## config.mk

```make
export PLATFORM = sky130hd
export DESIGN_NAME = ldc_duty_current
export DESIGN_NICKNAME = d
export VERILOG_FILES = /design/src/verilog/ldc_pkg.sv /design/src/verilog/ldc_duty_current.sv /design/src/verilog/ldc_pwm_channel.sv
export SDC_FILE = /design/constraint.sdc
export NUM_CORES = 1
export LEC_CHECK = 0
export ABC_AREA = 1
export BUFFER_PORTS_ARGS = -buffer_cell sky130_fd_sc_hd__buf_2
export CAP_MARGIN = 20
export CORE_MARGIN = 1.5
export CORE_UTILIZATION = 45
export DETAILED_ROUTE_END_ITERATION = 10
export GPL_TIMING_DRIVEN = 0
export PLACE_DENSITY = 0.66
export SYNTH_ARGS = -nofsm -noshare
export SYNTH_HDL_FRONTEND = slang
export SYNTH_HIERARCHICAL = 1
export SYNTH_SLANG_ARGS = --single-unit
```

## constraint.sdc

```tcl
create_clock -name clock -period 1.6 [get_ports clock]
set_input_delay 0.16 -clock clock [delete_from_list [all_inputs] [get_ports clock]]
set_output_delay 0.16 -clock clock [all_outputs]
set_load 0.02 [all_outputs]
```

## src/verilog/ldc_pkg.sv

```systemverilog
// package: register map, reset values and pwm timing for the duty and current block
package ldc_pkg;
  localparam int unsigned ldc_data_w = 8;
  localparam int unsigned ldc_addr_w = 8;
  localparam int unsigned ldc_duty_outs = 5;

  // register offsets
  localparam logic [7:0] ldc_off_out5_duty = 8'h1a;
  localparam logic [7:0] ldc_off_out6_duty = 8'h1b;
  localparam logic [7:0] ldc_off_out7_duty = 8'h1c;
  localparam logic [7:0] ldc_off_out8_duty = 8'h1d;
  localparam logic [7:0] ldc_off_out9_duty = 8'h1e;
  localparam logic [7:0] ldc_off_out1_curr = 8'h26;
  // range with no address auto increment
  localparam logic [7:0] ldc_noinc_lo      = 8'h16;
  localparam logic [7:0] ldc_noinc_hi      = 8'h1e;

  // reset values
  localparam logic [7:0] ldc_rst_duty      = 8'h00;
  localparam logic [7:0] ldc_rst_curr      = 8'haf;

  // pwm period: 255 counts, counter runs 0..254
  localparam logic [7:0] ldc_pwm_last      = 8'hfe;
  localparam logic [7:0] ldc_duty_full     = 8'hff;

  typedef enum logic {
    ldc_mode_direct,
    ldc_mode_engine
  } ldc_mode_t;
endpackage : ldc_pkg

```

## src/verilog/ldc_duty_current.sv

```systemverilog
// duty-cycle registers for outputs 5..9, drive current for output 1, and pwm generation
//
// Overview of operation
// (RQ1) Each of outputs 5 to 9 has its own 8-bit duty code that shapes only its own pwm.
// (RQ2) A duty code of zero keeps the output off for the whole period.
// (RQ3) Duty grows in steps of 1/255 of the period and code ff keeps the output on throughout.
// (RQ4) All five duty codes reset to zero and can be read and written by the host.
// (RQ5) Each current source has an 8-bit current code in 100 uA steps up to 25.5 mA.
// (RQ6) The output 1 current code resets to af (17.5 mA) and is readable and writable.
// (RQ7) Duty codes act only in direct control mode, which is the mode after reset.
// (RQ8) Register addresses 16 to 1e do not auto increment; the host addresses each one alone.
// (RQ9) Pwm comes from a free-running 255-count counter; an output is on while count < code.
`timescale 1ns/1ps
module ldc_duty_current
  import ldc_pkg::*;
(
  // clock and reset
  input  wire logic                            clock,
  input  wire logic                            rst,
  // register access from the serial bus front end
  input  wire logic [ldc_pkg::ldc_addr_w-1:0]  reg_addr,
  input  wire logic [ldc_pkg::ldc_data_w-1:0]  reg_wdata,
  input  wire logic                            reg_wr,
  input  wire logic                            reg_rd,
  output logic      [ldc_pkg::ldc_data_w-1:0]  reg_rdata,
  output logic                                 reg_hit,
  output logic                                 addr_inc_allow,
  // mode select from the output control logic
  input  wire ldc_pkg::ldc_mode_t              out_mode,
  // outputs
  output logic      [ldc_pkg::ldc_duty_outs-1:0] pwm_out,
  output logic      [ldc_pkg::ldc_data_w-1:0]  drive_current_code_out1
);
  import ldc_pkg::*;

  ////////////////////////////////////////////////////////////////////////////
  // address decode

  // inclusive window test shared by the register decode and the no-increment range
  function automatic logic in_window(
    input logic [7:0] a,
    input logic [7:0] lo,
    input logic [7:0] hi
  );
    in_window = (a >= lo) && (a <= hi);
  endfunction : in_window

  // index 0..4 for outputs 5..9, or 3'h7 when the address is not a duty register
  function automatic logic [2:0] duty_index(input logic [7:0] a);
    logic [7:0] offset;
    offset = a - ldc_off_out5_duty;
    if (in_window(a, ldc_off_out5_duty, ldc_off_out9_duty)) begin
      duty_index = offset[2:0];
    end else begin
      duty_index = 3'h7;
    end
  endfunction : duty_index

  logic [2:0] wr_idx;
  logic       duty_hit;
  logic       curr_hit;

  assign wr_idx   = duty_index(reg_addr);
  assign duty_hit = (wr_idx != 3'h7);
  assign curr_hit = (reg_addr == ldc_off_out1_curr);
  assign reg_hit  = duty_hit || curr_hit;
  // the front end must not step the address inside this window
  assign addr_inc_allow = !in_window(reg_addr, ldc_noinc_lo, ldc_noinc_hi); // [RQ8]

  ////////////////////////////////////////////////////////////////////////////
  // write enables

  logic [ldc_duty_outs-1:0] duty_we;
  logic                     curr_we;

  // one enable per duty code so a write can never reach a neighbouring output
  always_comb begin
    for (int i = 0; i < ldc_duty_outs; i++) begin
      duty_we[i] = reg_wr && (wr_idx == 3'(i)); // [RQ1]
    end
  end

  // writes to unmapped addresses are dropped; reg_hit low is the only sign of it
  assign curr_we = reg_wr && curr_hit;

  ////////////////////////////////////////////////////////////////////////////
  // duty codes

  logic [7:0] duty_reg  [ldc_duty_outs];
  logic [7:0] duty_next [ldc_duty_outs];

  // a new code lands at the strobe edge and acts from the next compare, even mid-period
  always_comb begin
    for (int i = 0; i < ldc_duty_outs; i++) begin
      if (duty_we[i]) begin
        duty_next[i] = reg_wdata; // [RQ1] [RQ4]
      end else begin
        duty_next[i] = duty_reg[i];
      end
    end
  end

  always_ff @(posedge clock or posedge rst) begin
    if (rst) begin
      for (int i = 0; i < ldc_duty_outs; i++) begin
        duty_reg[i] <= ldc_rst_duty; // [RQ4]
      end
    end else begin
      for (int i = 0; i < ldc_duty_outs; i++) begin
        duty_reg[i] <= duty_next[i];
      end
    end
  end

  ////////////////////////////////////////////////////////////////////////////
  // drive current code of output 1

  logic [7:0] curr_reg;
  logic [7:0] curr_next;

  // every code is legal, so the value goes to the current source unchecked
  always_comb begin
    if (curr_we) begin
      curr_next = reg_wdata; // [RQ5] [RQ6]
    end else begin
      curr_next = curr_reg;
    end
  end

  always_ff @(posedge clock or posedge rst) begin
    if (rst) begin
      curr_reg <= ldc_rst_curr; // [RQ6]
    end else begin
      curr_reg <= curr_next;
    end
  end

  assign drive_current_code_out1 = curr_reg; // [RQ5]

  ////////////////////////////////////////////////////////////////////////////
  // read data

  logic [7:0] rdata_reg;
  logic [7:0] rdata_next;

  // a read in the same cycle as a write returns the old value; unmapped reads give zero
  always_comb begin
    rdata_next = rdata_reg;
    if (reg_rd) begin
      if (duty_hit) begin
        rdata_next = duty_reg[wr_idx]; // [RQ4]
      end else if (curr_hit) begin
        rdata_next = curr_reg; // [RQ6]
      end else begin
        rdata_next = 8'h00;
      end
    end
  end

  always_ff @(posedge clock or posedge rst) begin
    if (rst) begin
      rdata_reg <= 8'h00;
    end else begin
      rdata_reg <= rdata_next;
    end
  end

  // read data stands until the next read strobe
  assign reg_rdata = rdata_reg;

  ////////////////////////////////////////////////////////////////////////////
  // pwm period counter

  logic [7:0] cnt_reg;
  logic [7:0] cnt_next;
  logic       cnt_wrap;

  // 255 states so one code step is exactly 1/255 of the period
  assign cnt_wrap = (cnt_reg == ldc_pwm_last);

  // the counter never stops, so all outputs keep one common phase across duty writes
  always_comb begin
    if (cnt_wrap) begin
      cnt_next = 8'h00; // [RQ9] [RQ3]
    end else begin
      cnt_next = cnt_reg + 8'h01;
    end
  end

  always_ff @(posedge clock or posedge rst) begin
    if (rst) begin
      cnt_reg <= 8'h00;
    end else begin
      cnt_reg <= cnt_next;
    end
  end

  ////////////////////////////////////////////////////////////////////////////
  // pwm outputs

  logic                     direct_en;
  logic [ldc_duty_outs-1:0] out_en;
  // engine-driven pwm lives elsewhere; here the output is simply held off
  assign direct_en = (out_mode == ldc_mode_direct); // [RQ7]

  // one enable per output; all follow the shared mode, so every gate is the same
  always_comb begin
    for (int i = 0; i < ldc_duty_outs; i++) begin
      out_en[i] = direct_en; // [RQ7]
    end
  end

  // pwm_out trails the counter by one clock on every output alike
  for (genvar g = 0; g < ldc_duty_outs; g++) begin : g_ch
    ldc_pwm_channel u_ch (
      .clock   (clock),
      .rst     (rst),
      .count   (cnt_reg),
      .duty    (duty_reg[g]),
      .enable  (out_en[g]),
      .pwm_out (pwm_out[g])
    ); // [RQ1]
  end
endmodule : ldc_duty_current

```

## src/verilog/ldc_pwm_channel.sv

```systemverilog
// one pwm output comparing a shared period counter with a duty code
`timescale 1ns/1ps
module ldc_pwm_channel
  import ldc_pkg::*;
(
  // clock and reset
  input  wire logic       clock,
  input  wire logic       rst,
  // pwm inputs
  input  wire logic [7:0] count,
  input  wire logic [7:0] duty,
  input  wire logic       enable,
  // output
  output logic            pwm_out
);
  logic pwm_reg;
  logic pwm_next;

  always_comb begin
    // full code forces constant on so no glitch appears at wrap
    if (!enable) begin
      pwm_next = 1'b0;
    end else if (duty == ldc_duty_full) begin
      pwm_next = 1'b1; // [RQ3]
    end else begin
      pwm_next = (count < duty); // [RQ2] [RQ9]
    end
  end

  always_ff @(posedge clock or posedge rst) begin
    if (rst) begin
      pwm_reg <= 1'b0;
    end else begin
      pwm_reg <= pwm_next;
    end
  end

  assign pwm_out = pwm_reg;
endmodule : ldc_pwm_channel
```

# Yosys cells after proc, flatten, opt, wreduce, memory -nomap -nowiden
# Cells that the tools add are included.
# op_classes
n_addsub	2
bitwise_logic	1
mux	17
n_lt_le_gt_ge	9
n_reduce_logical	11
eq_ne	12
# op_table
cell	count
$eq A8 B8 Y1 const B	6
$lt A8 B8 Y1	5
$mux W8	5
$bmux W8 S3	1
$ge A8 B5 Y1 const B	2
$mux W1	10
$add A8 B1 Y8 const B	1
$eq A8 B6 Y1 const B	1
$le A8 B5 Y1 const B	1
$logic_and A1 B1 Y1	8
$eq A3 B2 Y1 const B	2
$ge A4 B4 Y1 const B	1
$not A3 Y4	1
$eq A3 B1 Y1 const B	1
$eq A3 B3 Y1 const B	1
$logic_not A3 Y1	1
$mux W3	1
$ne A3 B3 Y1 const B	1
$sub A3 B2 Y3 const B	1
$logic_not A1 Y1	1
$logic_or A1 B1 Y1	1
# totals
output_inout_bits	23
reg_bits	69
in_bits	21
elab_cells	65

# Longest topological paths before layout
# Gate-level depths: netlist of the first run.
# depth
word_depth	8
ltp_mapped	12
ltp_nobuf	11

# Hierarchy
# Netlist of the first run, hierarchy kept.
# modules_own_cells
module	cells_per_inst	seq_area_each_um2	area_per_inst_um2	instances
ldc_duty_current	375	1609.0	3101.7	1
ldc_pwm_channel	39	25.0	251.5	5

# Worst setup path before layout of the first run
# No wires, ideal clock.
# synth_path
path_kind	input to register
start	input port reg_addr[1] in the netlist's numbering
end	register duty_reg[28] in the netlist's numbering
arrival_time_ns	1.437
setup_slack_ns	0.090
path_buffers	1
required_ns	1.527
setup_time_ns	0.073
path_stages	10
cell_sequence	ha_1 -> nand2_1 -> nand3_2 -> nand3_4 -> nor2_8 -> inv_4 -> nor3_4 -> buf_6 -> nor2_1 -> a21oi_2
# synth_between
elab_chain_cells	5
# synth_lines
element	line	source
from (decl)	ldc_duty_current.sv:21	input wire logic [ldc_pkg::ldc_addr_w-1:0] reg_addr,
$ge A8 B5 Y1 / $le A8 B5 Y1 (equally long branches)	ldc_duty_current.sv:45	in_window = (a >= lo) && (a <= hi);
$logic_and A1 B1 Y1	ldc_duty_current.sv:45	
$mux W3 *	ldc_duty_current.sv:52	if (in_window(a, ldc_off_out5_duty, ldc_off_out9_duty)) begin
$eq A3 B1 Y1 *	ldc_duty_current.sv:79	duty_we[i] = reg_wr && (wr_idx == 3'(i));
$logic_and A1 B1 Y1 *	ldc_duty_current.sv:79	
to (signal, indexed assignment)	ldc_duty_current.sv:106	duty_reg[i] <= ldc_rst_duty;
to (signal, indexed assignment)	ldc_duty_current.sv:110	duty_reg[i] <= duty_next[i];
to (decl)	ldc_duty_current.sv:89	logic [7:0] duty_reg [ldc_duty_outs];
# Mark *: on every way between the ends. The rest lies on a longest branch, timed or not.
# A chain may end at the register's enable or synchronous reset.

# Worst setup path in the final report of the first run
# layout_path
start	input port reg_addr[1] in the netlist's numbering
end	register duty_reg[33] in the netlist's numbering
# layout_between
elab_chain_cells	5
# layout_lines
element	line
$ge A8 B5 Y1 / $le A8 B5 Y1 (equally long branches)	ldc_duty_current.sv:45
$logic_and A1 B1 Y1	ldc_duty_current.sv:45
$mux W3 *	ldc_duty_current.sv:52
$logic_not A3 Y1 *	ldc_duty_current.sv:79
$logic_and A1 B1 Y1 *	ldc_duty_current.sv:79
# Marked as above.

==> flow_summary.json, run 1 <==
{
  "worst_setup_path_end_kind": "flop",
  "row_count": 35,
  "combPwrFrac_pct": 14.0,
  "arrival_ns": 1.77,
  "grt_first_pass_wirelength_um": 18480,
  "place_hpwl_um": 8633,
  "largest_reg_flops": 40,
  "ant_nets": 0,
  "worstPathRequired_ns": 1.87,
  "status": "complete, no violations",
  "cts_made_buffers": 9,
  "finalSetupTns_ns": 0,
  "grt_overflow": 0,
  "insertion_delay_ns": 0.35,
  "yosysWarnings": 6,
  "die_w_um": 101.4,
  "switchingPower_mw": 1.172,
  "fmax_ghz": 0.6671,
  "pwr_density_cell_nw_per_um2": 834.5,
  "coreArea_um2": 9328,
  "ir_drop_mv": 0.4336,
  "synth-edff-count": 0,
  "ys_seq_area_share_pct": 39.78,
  "grt_pass1_vias": 3680,
  "clock-sinks": 69,
  "synthesis.nets": 629,
  "cp_slowest_stage_delay_ns": 0.25,
  "dieArea_um2": 10290,
  "syn_avg_cell_area_um2": 7.648,
  "setup_violations": 0,
  "hold_path_class": "primary input to flop",
  "power.share.clock_pct": 40.4,
  "io_pins": 44,
  "synth_area_um2": 4359,
  "clk_pin_slew_ns": 0.07,
  "worst_slew_pin_slew_ns": 0.6896,
  "max-cap-violations": 0,
  "cts_tree": "built",
  "leakage_nw": 2.602,
  "synthCells": 570,
  "finalNetCount": 693,
  "area_growth_pct": 17.45,
  "antenna_cells": 0,
  "grt_usage_pct": 24.09,
  "fin_area_um2": 5120,
  "async_flop_share_pct": 100.0,
  "via_per_inst": 5.036,
  "final_util_pct": 54.89,
  "synthTopCellsByArea": "dfrtp_1 (36%), nand2_1 (14%), ha_1 (11%)",
  "drt-pass1-iter-count": 4,
  "switching_share_pct": 27.44,
  "synthFlopType": "dfrtp_1",
  "first_iter_violations": 227,
  "h-tree-depth": 3,
  "path_cells": "buf_2, ha_1, nand2_2, nand3_4, nand3_4, buf_4, nor2_8, nand2_4, nor2_4, buf_2, nor2_1, a21oi_1",
  "antenna_found_initial": 0,
  "yosysTopAreaCellShare_pct": 36.17,
  "ys_seq_elements": 69,
  "drv_slew": 0,
  "die_h_um": 101.4,
  "total_power_mw": 4.273,
  "p_int_mw": 3.100,
  "cts_root_buf": "clkbuf_8",
  "wirelength_um": 11360,
  "period_needed_ns": 1.499,
  "yosys.area.top_type": "dfrtp_1",
  "fin_crit_sh_pct": 93.68,
  "place.gp.congestion": 0.9180,
  "initial_core_util_pct": 46.73,
  "drive_gt1_share_pct": 18.78,
  "routedWlPerCell_um": 14.79,
  "grt_max_degree": 35,
  "start_kind": "primary input",
  "worst-setup-path-type": "primary input to flop",
  "crit_path_top_delay_cell": "buf_2",
  "drc": 0,
  "synth_cell_types": 36,
  "cp_max_fo": 10,
  "worst_clock_skew_ns": 0.01245,
  "place_area_um2": 4760,
  "finalHoldViolations": 0,
  "vias": 3868,
  "clock_tree.buffer_depth": 2,
  "timing.slew.headroom_pct": 53.93,
  "port_buffers": 43,
  "power_frac_seq_pct": 45.5
}
final cells by class:
class	count	area [um^2]
clock inverters	6	111.4
inverters	96	372.9
fillers	913	4208
clock buffers	10	127.6
repair buffers	53	317.8
well taps	129	161.4
plain buffers	9	60.06
multi-input cells	396	2231
flip-flops and latches	69	1738
stage by stage:
step | setup slack [ns] | instances | hold WS (ns)
floorplan | 0.09020 | 570 | -0.1113
global placement | -0.2587 | 742 | 0.05667
detailed placement | -0.3049 | 743 | 0.06394
CTS | 0.005229 | 763 | 0.1424
global route | -0.003333 | 768 | 0.1349
finish | 0.1011 | 768 | 0.1442
synthesized netlist by cell type, types with 2 or more instances:
cell type,number
o21a_1,5
inv_1,92
inv_2,2
buf_6,2
o21ai_0,25
nand4_1,8
nor2_1,56
nor3_4,2
nand3_1,8
nor2_8,2
nor3b_1,2
ha_1,38
a21oi_2,9
nor3_2,5
dfrtp_1,63
nor3_1,2
clkbuf_1,2
nand2_1,159
nor2_4,3
a21oi_1,61
buf_2,4
dfstp_2,6
final timing paths:
| check | startpoint | to | slack [ns] | depth (start not counted) |
|---|---|---|---|---|
| max reg2reg | cnt_reg[7]$_DFF_PP0_ | g_ch[2].u_ch/pwm_out$_DFF_PP0_ | 0.12 | 5 |
| min in group asynchronous | rst | g_ch[3].u_ch/pwm_out$_DFF_PP0_ | 0.24 | 3 |
| max in group asynchronous | rst | drive_current_code_out1[0]$_DFFE_PP1P_ | 0.43 | 4 |
| min reg2reg | drive_current_code_out1[5]$_DFFE_PP1P_ | drive_current_code_out1[5]$_DFFE_PP1P_ | 0.50 | 2 |
| min | out_mode | g_ch[1].u_ch/pwm_out$_DFF_PP0_ | 0.14 | 4 |
| max | reg_addr[1] | duty_reg[33]$_DFFE_PP0P_ | 0.10 | 12 |
metal layers:
metal,global-route usage [%],wire length (um),up-vias
met5,0,0,-
met3,3.934,501,12
met4,8.226,138,0
li1,-,-,1945
met1,32.47,5217,1831
met2,39.55,5505,80
power groups by stage:
stage / Clock [mW] / Combinational [mW] / Sequential [mW]
3_3_place_gp: 0 / 0.571 / 1.97
5_1_grt: 1.83 / 0.688 / 1.96
4_1_cts: 1.75 / 0.598 / 1.94
6_report: 1.73 / 0.599 / 1.95
3_5_place_dp: 0 / 0.591 / 1.98
2_1_floorplan: 0 / 0.372 / 1.99
worst max-delay path, delay by kind of cell:
| family | cells | cell delay, ns |
|---|---|---|
| AO/OA/AOI/OAI | 1 | 0.12 |
| buffers and inverters | 3 | 0.54 |
| AND/OR/NAND/NOR | 7 | 0.78 |
| adder cells (fa/ha/maj) | 1 | 0.16 |
logic make-up (layout without fill, tap and decap cells):
family                   count (synthesis)  count (layout)  synth area share [%]
AO/OA/AOI/OAI                          104             104                 13.40
XOR/XNOR                                 1               1                0.2010
adder cells (fa/ha/maj)                 38              38                 10.91
AND/OR/NAND/NOR                        253             253                 26.06
flip-flops                              69              69                 39.78
buffers and inverters                  105             174                 9.644
repair_timing:
item / CTS / global route
gates resized for setup: 0 / 13
pin swaps: 2 / 3
setup endpoints to repair: 1 / 54
setup buffers: 3 / 5
hold endpoints to repair: 35 / 0
hold buffers: 1 / 0
layout by cell type, fill, tap and decap left out, drive strengths merged:
cell type,synthesis,routed
nor3,9,9
a21oi,71,71
nand3,10,10
o211ai,1,1
dfstp,6,6
o21bai,1,1
nand4,8,8
ha,38,38
o22ai,1,1
nor3b,2,2
dlygate4sd3,0,1
o21a,5,5
inv,95,94
clkinv,1,2
nor2,62,62
buf,7,58
bufinv,0,3
nor4,1,1
clkbuf,2,13
dfrtp,63,63
nand2,161,161
o21ai,25,25
clkinvlp,0,3
xor2,1,1
Power figures use the tool's default switching activity.
==> run 2, diff against run 1 <==
--- a/config.mk
+++ b/config.mk
@@ -15,5 +15,4 @@
 export PLACE_DENSITY = 0.66
 export SYNTH_ARGS = -nofsm -noshare
 export SYNTH_HDL_FRONTEND = slang
-export SYNTH_HIERARCHICAL = 1
 export SYNTH_SLANG_ARGS = --single-unit
==> run 2 against run 1 <==
The run now ends with negative hold slack, negative setup slack left. Setup slack got worse by 0.11 ns. Die area rose by 2.0%. Wire length rose by 5.6%. First-iteration DRC count rose by 49%. Final area rose by 0.78%. Power fell by 5.6%. Via count rose by 3.0%. Cell count fell by 0.26%. Critical path depth rose by 1. Non-clock buffer count rose by 3. Sequential share of layout area fell by 0.24 points. Critical path type is now primary input to output port.
==> flow_summary.json, run 2 <==
{
  "status": "finished, violations left",
  "violations": "negative hold slack, negative setup slack",
  "h-tree-depth": 3,
  "arrival_ns": 1.45,
  "worst-setup-path-type": "primary input to output port",
  "syn_avg_cell_area_um2": 7.829,
  "clock_tree.buffer_depth": 2,
  "insertion_delay_ns": 0.35,
  "yosysWarnings": 0,
  "finalHoldViolations": 37,
  "grt_pass1_vias": 3803,
  "worst_slew_pin_slew_ns": 0.8480,
  "fin_cells": 766,
  "die_h_um": 102.4,
  "via_per_inst": 5.201,
  "synthesis.nets": 627,
  "rsz0062_at_grt": "yes",
  "start_kind": "primary input",
  "leakage_nw": 2.499,
  "worst_setup_path_end_kind": "output port",
  "yosysTopAreaCellShare_pct": 35.45,
  "synth_cell_types": 35,
  "postCtsHoldBufs": 0,
  "total_power_mw": 4.034,
  "hold_path_class": "primary input to asynchronous set/reset pin",
  "grt_overflow": 0,
  "p_int_mw": 2.952,
  "power.share.clock_pct": 40.5,
  "finalSetupTns_ns": -0.01210,
  "drt-pass1-iter-count": 5,
  "vias": 3984,
  "final.setup.worst_slack_ns": -0.01210,
  "cp_max_fo": 9,
  "die_w_um": 102.4,
  "r2r-start": "cnt_reg[7]$_DFF_PP0_",
  "r2r.worst_path.cells": 6,
  "synth_area_um2": 4447,
  "timing.slew.headroom_pct": 43.35,
  "synth-edff-count": 0,
  "synthFlopType": "dfrtp_1",
  "combPwrFrac_pct": 12.8,
  "yosys.area.top_type": "dfrtp_1",
  "drv_slew": 0,
  "routedWlPerCell_um": 15.66,
  "async_flop_share_pct": 100.0,
  "area_growth_pct": 16.04,
  "setup_violations": 1,
  "dieArea_um2": 10490,
  "first_iter_violations": 339,
  "switchingPower_mw": 1.082,
  "synth_common_cells": "nand2_1 (151), inv_1 (82), dfrtp_1 (63)",
  "synth_most_common_cell": "nand2_1",
  "synthCells": 568,
  "coreArea_um2": 9684,
  "antenna_cells": 0,
  "layout_commonest_cell": "nand2_1",
  "period_needed_ns": 1.612,
  "cts_tree": "built",
  "clk_pin_slew_ns": 0.07,
  "mostFrequentLayoutCells": "nand2_1 (151), inv_1 (80), dfrtp_1 (59), buf_2 (42), ha_1 (37)",
  "pwr_density_cell_nw_per_um2": 781.9,
  "fmax_ghz": 0.6203,
  "switching_share_pct": 26.82,
  "ir_drop_mv": 0.4156,
  "io_pins": 44,
  "power_frac_seq_pct": 46.6,
  "drc": 0,
  "wirelength_um": 11990,
  "ant_nets": 0,
  "worstPathRequired_ns": 1.44,
  "row_count": 36,
  "synthTopCellsByArea": "dfrtp_1 (35%), nand2_1 (13%), ha_1 (11%)",
  "cts_root_buf": "clkbuf_8",
  "place.gp.congestion": 0.9401,
  "worst_clock_skew_ns": 0.006362,
  "place_inst": 744,
  "whs_ns": -0.03750,
  "max-cap-violations": 0,
  "place_hpwl_um": 8785,
  "ys_seq_area_share_pct": 39.00,
  "final_util_pct": 53.28,
  "largest_reg_flops": 40,
  "finalNetCount": 687,
  "fin_crit_sh_pct": 100.8,
  "grt_max_degree": 39,
  "antenna_found_initial": 0,
  "r2r_slack_ns": 0.09,
  "cts_made_buffers": 9,
  "port_buffers": 42,
  "drive_gt1_share_pct": 19.91,
  "grt_first_pass_wirelength_um": 19300,
  "rr_endpoint": "g_ch[0].u_ch.pwm_out$_DFF_PP0_",
  "ys_seq_elements": 69,
  "grt_usage_pct": 24.79,
  "clock-sinks": 69,
  "initial_core_util_pct": 45.92
}
[run 2: cell count changes in the layout (fill, tap and decap cells not counted), sizes merged, moves of 4 or more]
cell,change
nor2,-20
o21ai,+29
a21oi,-38
nand4,+10
nor3,-4
nand3,+16
o211ai,+4
nor4,+8
clkbuf,+4
inv,-9
o21a,-4
[run 2: cell type report]
type	count	area (um^2)
timing repair buffer	49	281.5
inverter	87	335.3
fill	907	4524
clock buffer	12	155.1
tap	133	166.4
buffer	16	118.9
sequential	69	1739
clock inverter	4	70.07
multi-input combinational	396	2293
[run 2: stage by stage]
| stage | setup slack [ns] | area, um^2 |
|---|---|---|
| floorplan | 0.04534 | 4451 |
| global placement | -0.3268 | 4827 |
| detailed placement | -0.3589 | 4847 |
| CTS | -0.05207 | 5105 |
| global route | -0.07967 | 5160 |
| finish | -0.01210 | 5160 |
[run 2: how the worst max path moves through the flow]
| stage | start | to | slack, ns | depth (start not counted) |
|---|---|---|---|---|
| finish | reg_addr[1] | reg_hit | -0.01 | 13 |
| global route | reg_addr[1] | reg_hit | -0.08 | 13 |
| floorplan | reg_addr[1] | duty_reg[8]$_DFFE_PP0P_ | 0.05 | 13 |
| global placement | reg_addr[1] | duty_reg[12]$_DFFE_PP0P_ | -0.33 | 14 |
| detailed placement | reg_addr[1] | duty_reg[8]$_DFFE_PP0P_ | -0.36 | 14 |
| CTS | reg_addr[1] | reg_hit | -0.05 | 13 |
[run 2: per-layer routing]
metal / vias up / routed length (um) / track usage (%) / share of wire (%)
li1: 1970 / - / - / -
met1: 1891 / 5597 / 33.65 / 47
met2: 109 / 5727 / 40.70 / 48
met3: 14 / 486 / 3.557 / 4.1
met4: 0 / 183 / 8.430 / 1.5
met5: - / 0 / 0 / 0
[run 2: cells by family after synthesis]
group / Yosys count / synth area share, %
adders and majority gates: 38 / 10.69
AOI/OAI and AO/OA: 95 / 12.63
DFF: 69 / 39.00
xor gates and xnor gates: 1 / 0.1970
and+or+nand+nor: 262 / 27.43
buffers and inverters: 103 / 10.05
[run 2: worst max-delay path, stage by stage]
cell     delay, ns
buf_2         0.13
ha_1          0.17
inv_1         0.04
nor2_1        0.10
nand3_1       0.12
nand2_4       0.11
nand2_4       0.07
nor2_4        0.13
inv_4         0.07
nand2_1       0.07
inv_2         0.06
nand3_2       0.07
buf_6         0.14
[run 2: power by group through the flow]
stage	clock network, mW	logic (mW)	registers (mW)
finish	1.63	0.518	1.88
global route	1.74	0.581	1.89
CTS	1.65	0.518	1.88
detailed placement	0	0.512	1.91
global placement	0	0.490	1.91
floorplan	0	0.317	1.92
[run 2: timing repair]
action                                  CTS  global route
buffers inserted                          3             3
gates cloned                              0             0
pin swaps                                 3             3
gates resized for setup                   4            11
endpoints found under the setup margin    7            26
==> run 3, diff against run 2 <==
--- a/config.mk
+++ b/config.mk
@@ -12,6 +12,7 @@
 export CORE_UTILIZATION = 45
 export DETAILED_ROUTE_END_ITERATION = 10
 export GPL_TIMING_DRIVEN = 0
+export MAX_ROUTING_LAYER = met4
 export PLACE_DENSITY = 0.66
 export SYNTH_ARGS = -nofsm -noshare
 export SYNTH_HDL_FRONTEND = slang
==> run 3 against run 2 <==
The run now ends clean. Clock skew is 0.0042 ns higher. Via count is 0.60% higher. Power shrank 0.39%. Flip-flop and latch count stayed put. Clock power is essentially flat. Clock-buffer cell count decreased by 3.
==> flow_summary.json, run 3 (synthesis results as in run 2) <==
{
  "drive_gt1_share_pct": 20.16,
  "total_power_mw": 4.019,
  "grt_max_degree": 38,
  "fin_crit_sh_pct": 99.32,
  "layout_commonest_cell": "nand2_1",
  "finalNetCount": 689,
  "cts_root_buf": "clkbuf_8",
  "insertion_delay_ns": 0.36,
  "grt_util_met3_pct": 3.694,
  "pwr_density_cell_nw_per_um2": 776.4,
  "ir_drop_mv": 0.3654,
  "start_kind": "primary input",
  "cts_made_buffers": 9,
  "p_int_mw": 2.877,
  "drc": 0,
  "via_per_inst": 5.219,
  "coreArea_um2": 9684,
  "worstPathRequired_ns": 1.44,
  "clock_tree.buffer_depth": 2,
  "power.share.clock_pct": 40.2,
  "largest_reg_flops": 40,
  "grt_first_pass_wirelength_um": 19580,
  "max-cap-violations": 0,
  "row_count": 36,
  "power_frac_seq_pct": 46.8,
  "worst-setup-path-type": "primary input to output port",
  "finalSetupTns_ns": 0,
  "routedWlPerCell_um": 15.55,
  "finalHoldViolations": 0,
  "die_h_um": 102.4,
  "clock-sinks": 69,
  "port_buffers": 42,
  "dieArea_um2": 10490,
  "drt-pass1-iter-count": 6,
  "status": "complete, no violations",
  "die_w_um": 102.4,
  "period_needed_ns": 1.589,
  "cts_tree": "built",
  "place_inst": 744,
  "wirelength_um": 11940,
  "final_util_pct": 53.45,
  "fmax_ghz": 0.6293,
  "worst_clock_skew_ns": 0.01051,
  "arrival_ns": 1.43,
  "leakage_nw": 2.495,
  "area_growth_pct": 16.40,
  "grt-busiest-layer": "met2",
  "drv_slew": 0,
  "initial_core_util_pct": 45.92,
  "io_pins": 44,
  "grt_overflow": 0,
  "place_hpwl_um": 8831,
  "setup_violations": 0,
  "grt_usage_pct": 25.99,
  "use_met1_pct": 34.22,
  "mostFrequentLayoutCells": "nand2_1 (151), inv_1 (80), dfrtp_1 (59), buf_2 (42)",
  "h-tree-depth": 3,
  "vias": 4008,
  "whs_ns": 0.09160,
  "place.gp.congestion": 0.9833,
  "cp_max_fo": 9,
  "switching_share_pct": 28.41,
  "switchingPower_mw": 1.142,
  "first_iter_violations": 325,
  "combPwrFrac_pct": 13.0,
  "ant_nets": 0,
  "timing.slew.headroom_pct": 43.52,
  "antenna_found_initial": 0,
  "worst_setup_path_end_kind": "output port",
  "hold_path_class": "primary input to flop",
  "antenna_cells": 0,
  "rsz0062_at_grt": "yes",
  "met2_usage_pct": 41.06,
  "worst_slew_pin_slew_ns": 0.8454,
  "fin_cells": 768,
  "clk_pin_slew_ns": 0.08,
  "grt_pass1_vias": 3878
}
run 3: changes by cell type in the layout (fill, tap and decap cells not counted), sizes merged:
cell	before	now
dlygate4sd3	0	1
inv	85	86
clkinvlp	1	3
clkbuf	17	15
run 3: layer usage:
layer | share of wire, % | up-vias | routed length, um
met1 | 46 | 1889 | 5450
met5 | 0 | - | 0
met4 | 2.0 | 0 | 241
met2 | 47 | 121 | 5645
li1 | - | 1979 | -
met3 | 5.0 | 19 | 602
run 3: worst max-delay path, stage by stage:
cell	delay, ns
buf_2	0.12
ha_1	0.17
inv_1	0.04
nor2_1	0.10
nand3_1	0.12
nand2_4	0.11
nand2_4	0.06
nor2_4	0.12
inv_4	0.07
nand2_1	0.08
inv_2	0.07
nand3_2	0.08
buf_6	0.14
run 3: layout make-up:
cell class	instances	area, um^2
clock inverters	7	97.59
multi-input cells	396	2300
plain buffers	16	117.6
repair buffers	51	296.5
well taps	133	166.4
inverters	87	335.3
clock buffers	9	123.9
fillers	936	4508
flip-flops and latches	69	1739
run 3: repair_timing:
action	4_1_cts	5_1_grt
hold buffers	1	0
setup endpoints to repair	9	32
setup buffers	2	5
hold endpoints to repair	36	0
gates cloned	0	0
pin swaps	4	5
resized for setup	7	8
run 3: power groups by stage:
| stage | registers [mW] | clock network, mW | logic (mW) |
|---|---|---|---|
| floorplan | 1.92 | 0 | 0.317 |
| finish | 1.88 | 1.62 | 0.520 |
| CTS | 1.88 | 1.64 | 0.520 |
| detailed placement | 1.91 | 0 | 0.511 |
| global route | 1.89 | 1.71 | 0.588 |
| global placement | 1.91 | 0 | 0.492 |
run 3: final timing paths:
kind / to / start / cells past startpoint / slack (ns)
worst max-delay path: reg_hit / reg_addr[1] / 13 / 0.01
worst min-delay path: g_ch[3].u_ch.pwm_out$_DFF_PP0_ / out_mode / 2 / 0.09
worst max register to register: g_ch[0].u_ch.pwm_out$_DFF_PP0_ / cnt_reg[6]$_DFF_PP0_ / 6 / 0.07
worst min register to register: drive_current_code_out1[1]$_DFFE_PP1P_ / drive_current_code_out1[1]$_DFFE_PP1P_ / 2 / 0.51
max in group asynchronous: drive_current_code_out1[0]$_DFFE_PP1P_ / rst / 4 / 0.39
min in group asynchronous: cnt_reg[4]$_DFF_PP0_ / rst / 3 / 0.49
run 3: per-stage QoR:
step           setup slack, ns  area, um^2
6_report               0.01092        5176
5_1_grt               -0.08474        5176
4_1_cts               -0.02173        5111
3_5_place_dp           -0.3572        4847
3_3_place_gp           -0.3292        4827
2_1_floorplan          0.04534        4451
